File: config.mk
export PLATFORM = sky130hd
export DESIGN_NAME = source_match_auto_pending_flag_enable_ctrl
export DESIGN_NICKNAME = d
export VERILOG_FILES = /design/src/include/source_match_control_pkg.sv /design/src/verilog/pending_decide.sv /design/src/verilog/source_match_auto_pending_flag_enable_ctrl.sv
export SDC_FILE = /design/constraint.sdc
export NUM_CORES = 1
export LEC_CHECK = 0
export BUFFER_PORTS_ARGS = -buffer_cell sky130_fd_sc_hd__buf_4
export CELL_PAD_IN_SITES_DETAIL_PLACEMENT = 0
export CELL_PAD_IN_SITES_GLOBAL_PLACEMENT = 1
export CORE_MARGIN = 4
export CORE_UTILIZATION = 31
export DETAILED_ROUTE_END_ITERATION = 7
export MAX_ROUTING_LAYER = met4
export PLACE_DENSITY = 0.91
export SETUP_SLACK_MARGIN = 0.1
export SLEW_MARGIN = 20
export SYNTH_ARGS = -nofsm -noshare
export SYNTH_HDL_FRONTEND = slang
export SYNTH_SLANG_ARGS = --single-unit
File: constraint.sdc
create_clock -name CLK -period 2.7 [get_ports CLK]
set_input_delay 0.675 -clock CLK [delete_from_list [all_inputs] [get_ports CLK]]
set_output_delay 0.675 -clock CLK [all_outputs]
set_load 0.02 [all_outputs]
File: src/include/source_match_control_pkg.sv
// constants for source-match enables and automatic pending decision
package source_match_pkg;

    ////////////////////////////////////////////////////////////////////////
    // table sizes
    localparam int SHORT_ENTRIES = 24;
    localparam int LONG_ENTRIES = 12;
    localparam int LONG_PER_BYTE = 4;

    ////////////////////////////////////////////////////////////////////////
    // register indices, byte address is four times the index
    localparam logic [29:0] IDX_FILTER = 30'h0000_6180;
    localparam logic [29:0] IDX_CTRL = 30'h0000_6182;
    localparam logic [29:0] IDX_SHORT0 = 30'h0000_6183;
    localparam logic [29:0] IDX_SHORT1 = 30'h0000_6184;
    localparam logic [29:0] IDX_SHORT2 = 30'h0000_6185;
    localparam logic [29:0] IDX_LONG0 = 30'h0000_6186;
    localparam logic [29:0] IDX_LONG1 = 30'h0000_6187;
    localparam logic [29:0] IDX_LONG2 = 30'h0000_6188;
    localparam logic [29:0] IDX_STATUS = 30'h0000_61F0;
    localparam logic [29:0] IDX_COUNT = 30'h0000_61F1;

    ////////////////////////////////////////////////////////////////////////
    // field positions
    localparam int FILTER_EN_BIT = 0;
    localparam int MATCH_EN_BIT = 0;
    localparam int AUTO_PENDING_BIT = 1;
    localparam int DREQ_ONLY_BIT = 2;
    localparam int CTRL_W = 3;
    localparam int ST_PENDING_BIT = 0;
    localparam int ST_SHORT_BIT = 1;
    localparam int ST_LONG_BIT = 2;
    localparam int ST_BYPASS_BIT = 3;
    localparam int ST_W = 4;

    ////////////////////////////////////////////////////////////////////////
    // values after reset
    localparam logic FILTER_RST = 1'h1;
    localparam logic [2:0] CTRL_RST = 3'h7;
    localparam logic [7:0] MASK_RST = 8'h00;
    localparam logic [3:0] STATUS_RST = 4'h0;
    localparam logic [7:0] COUNT_RST = 8'h00;

endpackage

File: src/verilog/pending_decide.sv
// automatic pending-bit decision for one received frame
module pending_decide #(
    parameter int SHORT_N = 24,
    parameter int LONG_N = 12
) (
    input logic clk,
    input logic rst_n,
    input logic frame_valid,
    input logic is_data_req,
    input logic filter_en,
    input logic match_en,
    input logic auto_pending_flag_enable,
    input logic dreq_only,
    input logic [SHORT_N-1:0] short_hit,
    input logic [SHORT_N-1:0] short_en,
    input logic [SHORT_N-1:0] short_pend,
    input logic [LONG_N-1:0] long_hit,
    input logic [LONG_N-1:0] long_en,
    input logic [LONG_N-1:0] long_pend,
    output logic pending_q,
    output logic valid_q,
    output logic short_any_q,
    output logic long_any_q,
    output logic bypass_q
);

    ////////////////////////////////////////////////////////////////////////
    // qualify hits; a disabled entry never matches, even mid-rewrite
    logic short_any;
    logic long_any;
    logic dreq_ok;
    logic gates_ok;
    logic pending_d;

    assign short_any = |(short_hit & short_en & short_pend);
    assign long_any = |(long_hit & long_en & long_pend);
    assign dreq_ok = !dreq_only || is_data_req;
    // match enable only counts while filtering is on
    assign gates_ok = filter_en && match_en && auto_pending_flag_enable;
    assign pending_d = gates_ok && dreq_ok && (short_any || long_any);

    ////////////////////////////////////////////////////////////////////////
    always_ff @(posedge clk) begin
        if (!rst_n) begin
            pending_q <= 1'b0;
            valid_q <= 1'b0;
            short_any_q <= 1'b0;
            long_any_q <= 1'b0;
            bypass_q <= 1'b0;
        end else begin
            valid_q <= frame_valid;
            if (frame_valid) begin
                pending_q <= pending_d;
                short_any_q <= short_any;
                long_any_q <= long_any;
                bypass_q <= !filter_en;
            end
        end
    end

endmodule

File: src/verilog/source_match_auto_pending_flag_enable_ctrl.sv
// apb register bank and pending-bit control for receive source matching
module source_match_auto_pending_flag_enable_ctrl (
    input logic CLK,
    input logic RST_N,
    input logic PSEL,
    input logic PENABLE,
    input logic PWRITE,
    input logic [31:0] PADDR,
    input logic [31:0] PWDATA,
    input logic [3:0] PSTRB,
    output logic PREADY,
    output logic [31:0] PRDATA,
    output logic PSLVERR,
    input logic FRAME_VALID,
    input logic FRAME_IS_DATA_REQ,
    input logic [source_match_pkg::SHORT_ENTRIES-1:0] SHORT_HIT,
    input logic [source_match_pkg::SHORT_ENTRIES-1:0] SHORT_PEND_MASK,
    input logic [source_match_pkg::LONG_ENTRIES-1:0] LONG_HIT,
    input logic [source_match_pkg::LONG_ENTRIES-1:0] LONG_PEND_MASK,
    output logic FILTER_EN,
    output logic [source_match_pkg::SHORT_ENTRIES-1:0] SHORT_ENABLE,
    output logic [source_match_pkg::LONG_ENTRIES-1:0] LONG_ENABLE,
    output logic ACK_PENDING,
    output logic ACK_PENDING_VALID
);
    import source_match_pkg::*;

    ////////////////////////////////////////////////////////////////////////
    // byte packing of the long enable word
    function automatic logic [LONG_PER_BYTE-1:0] take_even(input logic [7:0] b);
        logic [LONG_PER_BYTE-1:0] r;
        r = '0;
        for (int n = 0; n < LONG_PER_BYTE; n++) begin
            r[n] = b[2*n];
        end
        return r;
    endfunction

    function automatic logic [7:0] spread_pairs(input logic [LONG_PER_BYTE-1:0] e);
        logic [7:0] r;
        r = 8'h00;
        for (int n = 0; n < LONG_PER_BYTE; n++) begin
            r[2*n] = e[n];
            r[2*n+1] = e[n];
        end
        return r;
    endfunction

    ////////////////////////////////////////////////////////////////////////
    // register state
    logic filter_en_q;
    logic [CTRL_W-1:0] ctrl_q;
    logic [CTRL_W-1:0] ctrl_d;
    logic [SHORT_ENTRIES-1:0] short_en_q;
    logic [SHORT_ENTRIES-1:0] short_en_d;
    logic [LONG_ENTRIES-1:0] long_en_q;
    logic [LONG_ENTRIES-1:0] long_en_d;
    logic [ST_W-1:0] status_q;
    logic [7:0] count_q;
    logic [7:0] count_d;
    logic [31:0] prdata_q;
    logic pslverr_q;

    ////////////////////////////////////////////////////////////////////////
    // apb phase and address decode
    logic setup;
    logic access;
    logic [29:0] idx;
    logic aligned;
    logic hit_filter;
    logic hit_ctrl;
    logic hit_short0;
    logic hit_short1;
    logic hit_short2;
    logic hit_long0;
    logic hit_long1;
    logic hit_long2;
    logic hit_status;
    logic hit_count;
    logic mapped;
    logic wr_ok;

    assign setup = PSEL && !PENABLE;
    assign access = PSEL && PENABLE;
    assign idx = PADDR[31:2];
    assign aligned = (PADDR[1:0] == 2'h0);
    assign hit_filter = aligned && (idx == IDX_FILTER);
    assign hit_ctrl = aligned && (idx == IDX_CTRL);
    assign hit_short0 = aligned && (idx == IDX_SHORT0);
    assign hit_short1 = aligned && (idx == IDX_SHORT1);
    assign hit_short2 = aligned && (idx == IDX_SHORT2);
    assign hit_long0 = aligned && (idx == IDX_LONG0);
    assign hit_long1 = aligned && (idx == IDX_LONG1);
    assign hit_long2 = aligned && (idx == IDX_LONG2);
    assign hit_status = aligned && (idx == IDX_STATUS);
    assign hit_count = aligned && (idx == IDX_COUNT);
    assign mapped = hit_filter || hit_ctrl || hit_short0 || hit_short1 || hit_short2
        || hit_long0 || hit_long1 || hit_long2 || hit_status || hit_count;
    // only the low lane holds data; upper lanes are ignored
    assign wr_ok = access && PWRITE && PSTRB[0];

    ////////////////////////////////////////////////////////////////////////
    // write strobes
    logic we_filter;
    logic we_ctrl;
    logic we_short0;
    logic we_short1;
    logic we_short2;
    logic we_long0;
    logic we_long1;
    logic we_long2;
    logic we_count;

    assign we_filter = wr_ok && hit_filter;
    assign we_ctrl = wr_ok && hit_ctrl;
    assign we_short0 = wr_ok && hit_short0;
    assign we_short1 = wr_ok && hit_short1;
    assign we_short2 = wr_ok && hit_short2;
    assign we_long0 = wr_ok && hit_long0;
    assign we_long1 = wr_ok && hit_long1;
    assign we_long2 = wr_ok && hit_long2;
    assign we_count = wr_ok && hit_count;

    ////////////////////////////////////////////////////////////////////////
    // next values of the writable registers
    // bits 7:3 of control are not stored, so a stray one there has no effect
    assign ctrl_d = we_ctrl ? PWDATA[CTRL_W-1:0] : ctrl_q;

    always_comb begin
        short_en_d = short_en_q;
        if (we_short0) begin
            short_en_d[7:0] = PWDATA[7:0];
        end
        if (we_short1) begin
            short_en_d[15:8] = PWDATA[7:0];
        end
        if (we_short2) begin
            short_en_d[23:16] = PWDATA[7:0];
        end
    end

    always_comb begin
        long_en_d = long_en_q;
        if (we_long0) begin
            long_en_d[3:0] = take_even(PWDATA[7:0]);
        end
        if (we_long1) begin
            long_en_d[7:4] = take_even(PWDATA[7:0]);
        end
        if (we_long2) begin
            long_en_d[11:8] = take_even(PWDATA[7:0]);
        end
    end

    ////////////////////////////////////////////////////////////////////////
    // read data selection
    logic [7:0] rd_val;

    assign rd_val =
        hit_filter ? {7'h00, filter_en_q} :
        hit_ctrl ? {5'h00, ctrl_q} :
        hit_short0 ? short_en_q[7:0] :
        hit_short1 ? short_en_q[15:8] :
        hit_short2 ? short_en_q[23:16] :
        hit_long0 ? spread_pairs(long_en_q[3:0]) :
        hit_long1 ? spread_pairs(long_en_q[7:4]) :
        hit_long2 ? spread_pairs(long_en_q[11:8]) :
        hit_status ? {4'h0, status_q} :
        hit_count ? count_q :
        8'h00;

    ////////////////////////////////////////////////////////////////////////
    // control and enable registers
    always_ff @(posedge CLK) begin
        if (!RST_N) begin
            filter_en_q <= FILTER_RST;
            ctrl_q <= CTRL_RST;
        end else begin
            if (we_filter) begin
                filter_en_q <= PWDATA[FILTER_EN_BIT];
            end
            ctrl_q <= ctrl_d;
        end
    end

    always_ff @(posedge CLK) begin
        if (!RST_N) begin
            short_en_q <= {3{MASK_RST}};
            long_en_q <= '0;
        end else begin
            short_en_q <= short_en_d;
            long_en_q <= long_en_d;
        end
    end

    ////////////////////////////////////////////////////////////////////////
    // apb answer: zero wait states, data captured in the setup cycle
    always_ff @(posedge CLK) begin
        if (!RST_N) begin
            prdata_q <= 32'h0000_0000;
            pslverr_q <= 1'b0;
        end else if (setup) begin
            prdata_q <= {24'h00_0000, rd_val};
            pslverr_q <= !mapped;
        end
    end

    assign PREADY = 1'b1;
    assign PRDATA = prdata_q;
    assign PSLVERR = access && pslverr_q;

    ////////////////////////////////////////////////////////////////////////
    // pending decision
    logic dec_pending;
    logic dec_valid;
    logic dec_short;
    logic dec_long;
    logic dec_bypass;

    pending_decide #(
        .SHORT_N(SHORT_ENTRIES),
        .LONG_N(LONG_ENTRIES)
    ) u_decide (
        .clk(CLK),
        .rst_n(RST_N),
        .frame_valid(FRAME_VALID),
        .is_data_req(FRAME_IS_DATA_REQ),
        .filter_en(filter_en_q),
        .match_en(ctrl_q[MATCH_EN_BIT]),
        .auto_pending_flag_enable(ctrl_q[AUTO_PENDING_BIT]),
        .dreq_only(ctrl_q[DREQ_ONLY_BIT]),
        .short_hit(SHORT_HIT),
        .short_en(short_en_q),
        .short_pend(SHORT_PEND_MASK),
        .long_hit(LONG_HIT),
        .long_en(long_en_q),
        .long_pend(LONG_PEND_MASK),
        .pending_q(dec_pending),
        .valid_q(dec_valid),
        .short_any_q(dec_short),
        .long_any_q(dec_long),
        .bypass_q(dec_bypass)
    );

    ////////////////////////////////////////////////////////////////////////
    // status of the last decision and count of pending answers
    // a pending decision in the clearing cycle still counts
    always_comb begin
        count_d = count_q;
        if (we_count) begin
            count_d = 8'h00;
        end
        if (dec_valid && dec_pending) begin
            count_d = we_count ? 8'h01 : 8'(count_q + 8'h01);
        end
    end

    always_ff @(posedge CLK) begin
        if (!RST_N) begin
            status_q <= STATUS_RST;
            count_q <= COUNT_RST;
        end else begin
            count_q <= count_d;
            if (dec_valid) begin
                status_q[ST_PENDING_BIT] <= dec_pending;
                status_q[ST_SHORT_BIT] <= dec_short;
                status_q[ST_LONG_BIT] <= dec_long;
                status_q[ST_BYPASS_BIT] <= dec_bypass;
            end
        end
    end

    ////////////////////////////////////////////////////////////////////////
    // outputs toward the filter, match engine and ack generator
    assign FILTER_EN = filter_en_q;
    assign SHORT_ENABLE = short_en_q;
    assign LONG_ENABLE = long_en_q;
    assign ACK_PENDING = dec_pending;
    assign ACK_PENDING_VALID = dec_valid;

endmodule
# After elaboration in Yosys (flattened, before gate mapping)
# Cells that the tools add are included.
totals:
  wordCells: 93
  reg_bits: 66
  out_inout_bits: 73
  inputBits: 147
classes:
  bitwise: 4
  n_eq_ne: 10
  addsub: 1
  reduce_logical: 48
  muxes: 13
op_table:
  columns: ["operator", "count"]
  rows:
  - ["30-bit by 15-bit equality test with 1-bit output (second input constant)", 10]
  - ["8-bit 2-to-1 mux", 13]
  - ["24-bit bitwise AND", 2]
  - ["1-bit logical AND", 29]
  - ["12-bit bitwise AND", 2]
  - ["24-bit OR reduction", 1]
  - ["12-bit OR reduction", 1]
  - ["1-bit logical OR", 11]
  - ["8-bit by 1-bit adder with 8-bit output (second input constant)", 1]
  - ["1-bit zero test", 4]
  - ["2-bit zero test", 1]
  - ["2-bit nonzero test", 1]

# Depth between registers and ports, before layout
# Gate-level depths: netlist of run 1.
depth:
  depth_word: 12
  depth_mapped: 8
  ltp_nobuf: 6

# Cells and area by module
# Synthesis of run 1 repeated with hierarchy kept, for this count alone.
hier_totals:
  cells_unflattened: 467
  hier_area_um2: 3862.5
modules_own_cells:
  columns: ["module", "cells_each", "seq_area_each_um2", "n_inst", "area_each_um2"]
  rows:
  - ["source_match_auto_pending_flag_enable_ctrl", 404, 1221.2, 1, 3408.3]
  - ["pending_decide", 63, 100.1, 1, 454.2]

# Worst setup path after synthesis of run 1
# Ideal clock, no wire load.
synth_path:
  path_type: "input to register"
  from: "input port PADDR[21]"
  to: "register prdata_q[2], in the netlist PRDATA[2]"
  n_path_buf: 2
  arrival_time_ns: 2.094
  path_slack_ns: 0.481
  path_stages: 8
  t_required_ns: 2.574
  setup_ns: 0.126
  path_cell_list: "nor4_4 -> nand4_1 -> buf_4 -> nor3_4 -> buf_6 -> nand2_1 -> a222oi_1 -> o21ai_1"
synth_between:
  elab_chain_cells: 12
  elab_cells_between_ends: 30
  classes_between: "10 x eq/ne; 10 x mux; 10 x reduce/logical"
synth_lines:
  columns: ["element", "line", "rtl"]
  rows:
  - ["from (decl)", "source_match_auto_pending_flag_enable_ctrl.sv:8", "input logic [31:0] PADDR,"]
  - ["30-bit by 15-bit equality test with 1-bit output", "source_match_auto_pending_flag_enable_ctrl.sv:96", "assign hit_count = aligned && (idx == IDX_COUNT);"]
  - ["1-bit logical AND", "source_match_auto_pending_flag_enable_ctrl.sv:96", null]
  - ["8-bit 2-to-1 mux", "source_match_auto_pending_flag_enable_ctrl.sv:169", "hit_count ? count_q :"]
  - ["8-bit 2-to-1 mux", "source_match_auto_pending_flag_enable_ctrl.sv:168", "hit_status ? {4'h0, status_q} :"]
  - ["8-bit 2-to-1 mux", "source_match_auto_pending_flag_enable_ctrl.sv:167", "hit_long2 ? spread_pairs(long_en_q[11:8]) :"]
  - ["8-bit 2-to-1 mux", "source_match_auto_pending_flag_enable_ctrl.sv:166", "hit_long1 ? spread_pairs(long_en_q[7:4]) :"]
  - ["8-bit 2-to-1 mux", "source_match_auto_pending_flag_enable_ctrl.sv:165", "hit_long0 ? spread_pairs(long_en_q[3:0]) :"]
  - ["8-bit 2-to-1 mux", "source_match_auto_pending_flag_enable_ctrl.sv:164", "hit_short2 ? short_en_q[23:16] :"]
  - ["8-bit 2-to-1 mux", "source_match_auto_pending_flag_enable_ctrl.sv:163", "hit_short1 ? short_en_q[15:8] :"]
  - ["8-bit 2-to-1 mux", "source_match_auto_pending_flag_enable_ctrl.sv:162", "hit_short0 ? short_en_q[7:0] :"]
  - ["8-bit 2-to-1 mux", "source_match_auto_pending_flag_enable_ctrl.sv:161", "hit_ctrl ? {5'h00, ctrl_q} :"]
  - ["8-bit 2-to-1 mux (*)", "source_match_auto_pending_flag_enable_ctrl.sv:160", "hit_filter ? {7'h00, filter_en_q} :"]
  - ["to (signal assigned)", "source_match_auto_pending_flag_enable_ctrl.sv:203", "prdata_q <= {24'h00_0000, rd_val};"]
  - ["to (decl)", "source_match_auto_pending_flag_enable_ctrl.sv:61", "logic [31:0] prdata_q;"]
# Every way passes the cells marked *; elsewhere a longest branch is shown, timed or not.
# A chain may end at the register's enable or synchronous reset.

# Final worst setup path of run 1
layout_path:
  from: "input port PADDR[13]"
  to: "register short_en_q[2], in the netlist SHORT_ENABLE[2]"
layout_between:
  elab_chain_cells: 3
layout_lines:
  columns: ["element", "line", "rtl"]
  rows:
  - ["30-bit by 15-bit equality test with 1-bit output", "source_match_auto_pending_flag_enable_ctrl.sv:89", "assign hit_short0 = aligned && (idx == IDX_SHORT0);"]
  - ["1-bit logical AND", "source_match_auto_pending_flag_enable_ctrl.sv:89", null]
  - ["1-bit logical AND", "source_match_auto_pending_flag_enable_ctrl.sv:116", "assign we_short0 = wr_ok && hit_short0;"]
  - ["to (signal assigned)", "source_match_auto_pending_flag_enable_ctrl.sv:188", "short_en_q <= {3{MASK_RST}};"]
  - ["to (signal assigned)", "source_match_auto_pending_flag_enable_ctrl.sv:191", "short_en_q <= short_en_d;"]
  - ["to (decl)", "source_match_auto_pending_flag_enable_ctrl.sv:54", "logic [SHORT_ENTRIES-1:0] short_en_q;"]
# Every way passes these cells.

==> flow_results.org, run 1 <==
** Worst setup path
- The cell that appears most often on the critical path is buf_4.
- FF-to-FF Start :: SHORT_ENABLE[22]
- On the critical path, the stage with the largest delay is an instance of or2_1.
- The critical path goes through buf_4 -> nor4_2 -> and3_1 -> buf_4 -> nand4_1 -> or2_1 -> mux2i_1 -> nor2_1.
- The worst setup path is launched from a primary input.
- Crit. End Element :: register
- At the worst endpoint, the required time is 2.90 ns.
- In this design, the stage delay of the slowest critical-path cell is 0.47 ns.
- In this run the worst setup path begins at PADDR[13].
- Critical path start-end classification :: in -> reg
- Crit Path Max Fanout :: 8
- Data on the critical path arrives at its endpoint at 2.53 ns.

** Global route
- Entering global routing, the biggest net connects 45 pins.
- The number of global-route vias before repair is 4608.
- The number of antenna violations at the first check in global routing was 0.
- Overflow left after global routing :: 0
- Gr usage total :: 0.214
- First-pass GRT wire length :: 24.1 mm

** Synthesis
- In this run, synthesis produced a sequential element count of 66.
- Cells after synthesis :: 491
- Largest area contributor in the synthesized netlist :: dfxtp_1
- In the synthesized netlist the async set-or-reset flop fraction comes to 0.
- In the synthesized netlist, the cells that appear most often are 66 x dfxtp_1, 66 x nand2_1, 41 x nor2_1.
- Number of flops mapped to enable cells by yosys :: 0
- The number of different library cells used by synthesis comes to 69.
- Synth warn :: 0
- The share of synthesized area in the top cell type comes to 0.328.
- In the synthesized netlist the dominant register cell turns out to be dfxtp_1.
- After synthesis the cells add up to 4030 um2.
- A synthesized cell averages 8.21 um2.
- Of the synthesized area, sequential elements account for 0.328.
- Ranked by total cell area, the synthesized netlist is headed by dfxtp_1 33%, mux2i_1 7.5%, nand2_1 6.1%, buf_4 5.0%, nand3_1 4.3%.

** Power and ir drop
- Of the total power, the share spent switching nets is 0.225.
- Cell internal power was estimated by the tool at 2.06 mW.
- Summed over all cells, the static leakage comes to 2.57 nW.
- Sequential cell fraction of total power :: 0.371
- Share of total power in combinational logic :: 0.114
- The worst-case IR drop observed on VDD is 0.256 mV.
- Clk pwr share :: 0.516
- In this run the power spent charging and discharging nets is 597 uW.
- For this design the ratio of total power to cell area is 458 nW/um2.

** Finish
- Summing all flip-flop and latch instances after layout gives 1320 um2.
- Layout cell share with drive strength beyond 1 :: 0.348
- The multi-input combinational cells in the finished layout cover a total of 2460 um2.
- The net count of the finished layout is 813.
- The area growth from synthesis to layout is 43.8%.
- Final cell utilization of the core :: 0.457
- Diode count :: 0
- Filler Cell Count :: 1260

** Routing
- 1st-iter DRT viols :: 260
- The final route contains 4537 vias.
- DRC violations left :: 0
- Wirelength per Cell :: 18.6 um
- Before antenna repair, the detailed router went through 5 iterations.
- Dividing the detail-routed via count by the number of cells gives 5.39.
- Once detail routing completed, the nets flagged for antenna violations numbered 0.
- For this block, the routed nets add up to 15.7 mm of wire.

** CTS
- The tree built by TritonCTS fans out to 66 sinks.
- After clock tree synthesis, the clock-pin slew on the worst setup and hold paths is 0.05 ns.
- TritonCTS built the clock tree.
- Post-CTS timing repair inserted 0 buffers for setup.
- The cell sitting at the root of the clock tree is a clkbuf_16.
- Count of hold buffers inserted by post-cts repair :: 0
- H-Tree Depth :: 3
- CTS Buffer Depth :: 2
- Clock buffers created by TritonCTS :: 9
- Total of cells resized after clock tree synthesis :: 0
- Clk_lat worst skew :: 0.33 ns

** STA
- In this run the tightest slew margin relative to its limit is 0.641.
- Setup violations remaining at the end of the flow were counted as 0.
- The clock period could shrink to 2.32 ns.
- Achievable Freq :: 430 MHz
- Max-slew violation count :: 0
- Adding up every negative setup slack in the final design gives 0 ns.
- At the pin with the least slew margin, the transition time is 0.539 ns.
- Setup repair after global routing missed its margin :: no
- Clock Skew :: 0.00822 ns
- Fraction of the cycle the final worst path needs :: 0.861
- On the final layout, the worst hold slack is 0.476 ns.
- Hold Fails Final Rpt :: 0

** Floorplan
- Die Height :: 122 um
- The floorplan has 41 rows.
- The region available for standard cell placement spans 12700 um2.
- I/O pins :: 220
- The die covers 14900 um2.
- For this configuration, the core starts out at a cell density of 0.318.
- The die is 122 um wide.

** Placement
- HPWL reported at the end of detailed placement :: 12.5 mm
- The count of buffers added on input and output ports is 167.
- Last weighted congestion value of the routability-driven placer :: 0.939

** Flow run
- Max Cap Viol :: 0

** Worst hold path
- The startpoint identified for the worst hold timing path is u_decide.bypass_q.
- Classification of the worst-slack hold path :: reg -> reg

** Run status
- The run finished with clean final reports.
final timing paths:
path,end,slack [ns],depth (start not counted)
max reg2reg,u_decide.pending_q,0.65,6
max,SHORT_ENABLE[2],0.38,8
min,u_decide.bypass_q,0.48,2
min reg2reg,u_decide.bypass_q,0.48,2
cell type report:
cell class                 count  share of cell area
clock buffer                  12              0.0425
clock inverter                 4              0.0171
inverter                       6             0.00389
multi-input combinational    393               0.425
sequential                    66               0.228
tap                          172              0.0371
timing repair buffer         189               0.247
critical path: cells and delay by family:
| kind | cells | cell delay (ns) |
|---|---|---|
| buffers and inverters | 2 | 0.26 |
| and+or+nand+nor | 5 | 1.34 |
| muxes | 1 | 0.24 |
metrics by stage:
stage,setup WS [ns],power [mW],std cells,instance area (um2)
floorplan,0.481,1.14,514,4120
global placement,0.0995,1.30,826,5450
detailed placement,0.0381,1.30,826,5450
CTS,0.381,2.67,842,5800
global route,0.220,2.73,842,5800
finish,0.376,2.65,842,5800
power by group through the flow:
stage          Sequential [mW]  Clock, mW  Combinational, mW
6_report                 0.983       1.37              0.302
5_1_grt                  0.983       1.42              0.324
4_1_cts                  0.983       1.38              0.299
3_5_place_dp              1.00          0              0.298
3_3_place_gp              1.00          0              0.293
2_1_floorplan             1.00          0              0.140
cell usage in the layout, fill, tap and decap left out, drive strengths merged, types with 2 or more instances in the layout:
master and count:
a31oi 12, a32oi 4, a21oi 34, and4bb 2, xor2 6, a211oi 3, o22ai 2, or4 3
nor2 42, inv 6, nand3 37, and4 3, nand2 66, buf 189, o21ai 10, nand2b 6
or2 2, o211ai 4, a22oi 3, conb 25, a21o 2, or3 3, mux2i 30, nor3 13
o211a 3, clkbuf 12, o41ai 5, o31ai 3, and3 14, nor4 7, dfxtp 66, nand4 18
and2 5, nor4b 2, bufinv 3, nor2b 5, a31o 2, mux2 2
kinds of logic (layout without fill, tap and decap cells):
group	after synthesis	count (layout)	synth area share
AO/OA/AOI/OAI	99	99	0.172
XOR/XNOR	7	7	0.0152
adder cells (fa/ha/maj)	1	1	0.00310
buffers and inverters	55	211	0.0829
flip-flops	66	66	0.328
multiplexers	32	32	0.0801
other	2	25	0.00186
AND/OR/NAND/NOR	229	229	0.317
layer usage:
layer / part of all wire / global-route usage / vias to the layer above / wire length (um)
li1: - / - / 2101 / -
met1: 0.42 / 0.272 / 2181 / 6640
met2: 0.48 / 0.347 / 234 / 7480
met3: 0.084 / 0.0455 / 21 / 1320
met4: 0.015 / 0.0546 / 0 / 228
met5: 0 / - / - / 0
flip-flops by register name, indices dropped and copies added (netlist names), 3 cells and up:
name / cells
LONG_ENABLE: 12
PRDATA: 8
SHORT_ENABLE: 24
count_q: 8
ctrl_q: 3
status_q: 4
Power figures use the tool's default switching activity.
==> run 2, diff against run 1 <==
- CORE_MARGIN: 4 -> 8
==> run 2 against run 1 <==
- worst hold slack worse by 0.016 ns
- cell count is 0.48% higher
- routed wire length is 2.2% higher
- largest power group unchanged
==> flow_results.org, run 2 (synthesis results as in run 1) <==
** Global route
- Global routing usage on met1 :: 0.245 (was 0.272)
- The number of antenna violations at the first check in global routing is 0 (unchanged).
- Pin count of the biggest net entering global routing :: 43 (was 45)
- Overflow left after global routing :: 0 (unchanged)
- Via count of the first global-routing pass :: 4495 (was 4608)
- The routing layer with the top usage in global route was met2 (unchanged).
- The total track usage came to 0.192 (was 0.214).
- Met3 routing resource usage after global routing :: 0.0347 (was 0.0455)
- The first-pass GRT wire length is 24.5 mm (was 24.1 mm).
- The routing usage on met2 came to 0.302 (was 0.347).

** Finish
- The number of filler instances in the final layout was 1245 (was 1260).
- Largest register FFs :: 24 (unchanged)
- Diode count :: 0 (unchanged)
- Final Cell Area :: 5800 um2 (unchanged)
- The count of non-filler cells in the finished layout is 846 (was 842).
- The leading cell type in the layout, fill and taps excluded is buf_4 (unchanged).
- The area growth from synthesis to layout is 43.8% (unchanged).
- Commonest cells after routing, fill and taps aside: 193 x buf_4, 66 x dfxtp_1, 66 x nand2_1 (was 188 x buf_4, 66 x dfxtp_1, 66 x nand2_1).
- The number of nets in the layout is 817 (was 813).
- The share of final-layout standard cells stronger than drive strength 1 was 0.355 (was 0.348).

** STA
- Post-layout min period :: 2.30 ns (was 2.32 ns)
- The maximum clock frequency is 434 MHz (was 430 MHz).
- The maximum clock skew at final layout is 0.00808 ns (was 0.00822 ns).
- Setup repair after global routing missed its margin: no (unchanged).
- Total negative setup slack :: 0 ns (unchanged)
- Final Setup Violations :: 0 (unchanged)
- Transition time at the pin with the least slew margin :: 0.553 ns (was 0.539 ns)
- Max-slew violation count :: 0 (unchanged)
- Normalized max-slew margin :: 0.631 (was 0.641)
- The ratio of final minimum period to clock period came to 0.853 (was 0.861).
- Hold Fails Final Rpt :: 0 (unchanged)

** Floorplan
- Starting density of the core :: 0.318 (unchanged)
- The die boundary width is 130 um (was 122 um).
- Die outline area :: 16900 um2 (was 14900 um2)
- The core footprint was 12700 um2 (unchanged).
- Die Height :: 130 um (was 122 um)
- Cell row count :: 41 (unchanged)
- I/O pins :: 220 (unchanged)

** CTS
- The number of clock sinks seen by CTS was 66 (unchanged).
- Count of hold buffers inserted by post-cts repair :: 0 (unchanged)
- Buffers inserted during post-CTS setup optimization :: 0 (unchanged)
- The total clock buffers created by CTS is 9 (unchanged).
- The buffer type at the clock tree root was clkbuf_16 (unchanged).
- The maximum root-to-sink buffer count came to 2 (unchanged).
- The clock insertion delay at the later pin of the skew report is 0.33 ns (about the same).
- Clock tree from TritonCTS :: done (unchanged)
- Total of cells resized after clock tree synthesis :: 0 (unchanged)
- The clock-pin slew on the worst setup and hold paths is 0.06 ns (was 0.05 ns).
- H-Tree Depth :: 3 (unchanged)

** Placement
- The detailed placer's ending HPWL is 13.0 mm (was 12.5 mm).
- Dpl cell area :: 5470 um2 (was 5450 um2)
- Port Buf Inserts :: 167 (unchanged)
- # placed instances :: 830 (was 826)
- Last weighted congestion value of the routability-driven placer :: 0.958 (was 0.939)

** Routing
- The number of optimization iterations in the first detailed-route pass was 8 (was 5).
- The routed via count is 4465 (was 4537).
- 1st-iter DRT viols :: 401 (was 260)
- The routed via count divided by cell count is 5.28 (was 5.39).
- Post-route ant nets :: 0 (unchanged)
- The total wire length came to 16.0 mm (was 15.7 mm).
- The average wire length per cell after detail routing was 18.9 um (was 18.6 um).
- DRC violations left :: 0 (unchanged)

** Worst setup path
- The number of buffer and inverter stages on the critical path is 2 (unchanged).
- Largest stage delay on the critical path :: 0.37 ns (was 0.47 ns)
- Kind of launch point of the worst setup path :: primary input (unchanged)
- The maximum fanout along the worst path came to 8 (unchanged).
- The cell class contributing the biggest share of worst-path delay is simple AND/OR/NAND/NOR gates (unchanged).
- Library cell appearing most often on the critical path :: buf_4 (unchanged)
- Critical path required time :: 2.96 ns (was 2.90 ns)
- The cell with the largest stage delay on the worst path is nor4_4 (was or2_1).
- The arrival time at the worst endpoint is 2.56 ns (was 2.53 ns).
- Cells along the critical path :: buf_4 -> nor4_4 -> and4_1 -> nand3_2 -> buf_4 -> nor3_4 -> nand2_1 -> a21oi_1 (was buf_4 -> nor4_2 -> and3_1 -> buf_4 -> nand4_1 -> or2_1 -> mux2i_1 -> nor2_1)
- The capturing element type of the critical path was a register (unchanged).
- Critical path start-end classification :: in -> reg (unchanged)

** Run status
- Run status: complete, no violations (unchanged).

** Worst hold path
- The class of the most critical hold timing path was reg -> reg (unchanged).

** Power and ir drop
- The total power density per cell area is 444 nW/um2 (was 458 nW/um2).
- Worst voltage drop across the vdd grid :: 0.250 mV (was 0.256 mV)
- Standby leakage power :: 2.58 nW (was 2.57 nW)

** Flow run
- Max Cap Viol :: 0 (unchanged)
run 2: changes by cell type in the layout (fill, tap and decap cells not counted):
cell	change
buf_12	-1
buf_4	+5
bufinv_16	-1
clkbuf_1	-2
clkinv_2	+1
clkinv_4	-1
clkinvlp_4	+2
inv_6	+1
run 2: per-layer routing:
metal / routed length [um] / part of all wire
met1: 7090 / 0.44
met2: 7380 / 0.46
met3: 1270 / 0.079
met4: 266 / 0.017
met5: 0 / 0
run 2: area by class of cell:
class	count	area, um2	area share
Clock buffer	10	239	0.0412
Tap cell	172	215	0.0371
Sequential cell	66	1320	0.228
Multi-Input combinational cell	393	2460	0.425
Timing Repair Buffer	193	1450	0.250
Inverter	6	22.5	0.00389
Clock inverter	6	88.8	0.0153
run 2: where the power goes:
part / switching, mW / internal (mW) / leakage (nW) / total (mW)
combinational: 0.156 / 0.150 / 1.89 / 0.306
clock: 0.451 / 0.835 / 0.155 / 1.29
sequential: 0.00420 / 0.979 / 0.533 / 0.983
run 2: per-stage QoR:
stage / setup slack [ns] / total power, mW / hold slack [ns] / util
final: 0.397 / 2.57 / 0.459 / 0.457
after CTS: 0.395 / 2.58 / 0.459 / 0.457
after detailed placement: 0.0579 / 1.31 / 0.451 / 0.432
after floorplan: 0.481 / 1.14 / 0.432 / -
after global routing: 0.268 / 2.65 / 0.478 / 0.457
after global placement: 0.110 / 1.30 / 0.450 / 0.432
run 2: final timing paths:
path | start | slack, ns | to | depth (start not counted)
min reg2reg | pslverr_q | 0.46 | pslverr_q | 2
max reg2reg | SHORT_ENABLE[22] | 0.70 | u_decide.pending_q | 6
min | pslverr_q | 0.46 | pslverr_q | 2
max | PADDR[21] | 0.40 | SHORT_ENABLE[8] | 8
run 2: worst min-delay path, cell delays in order, from the launching register on:
cell,delay (ns)
dfxtp_1,0.31
nand2_1,0.05
a21oi_1,0.05
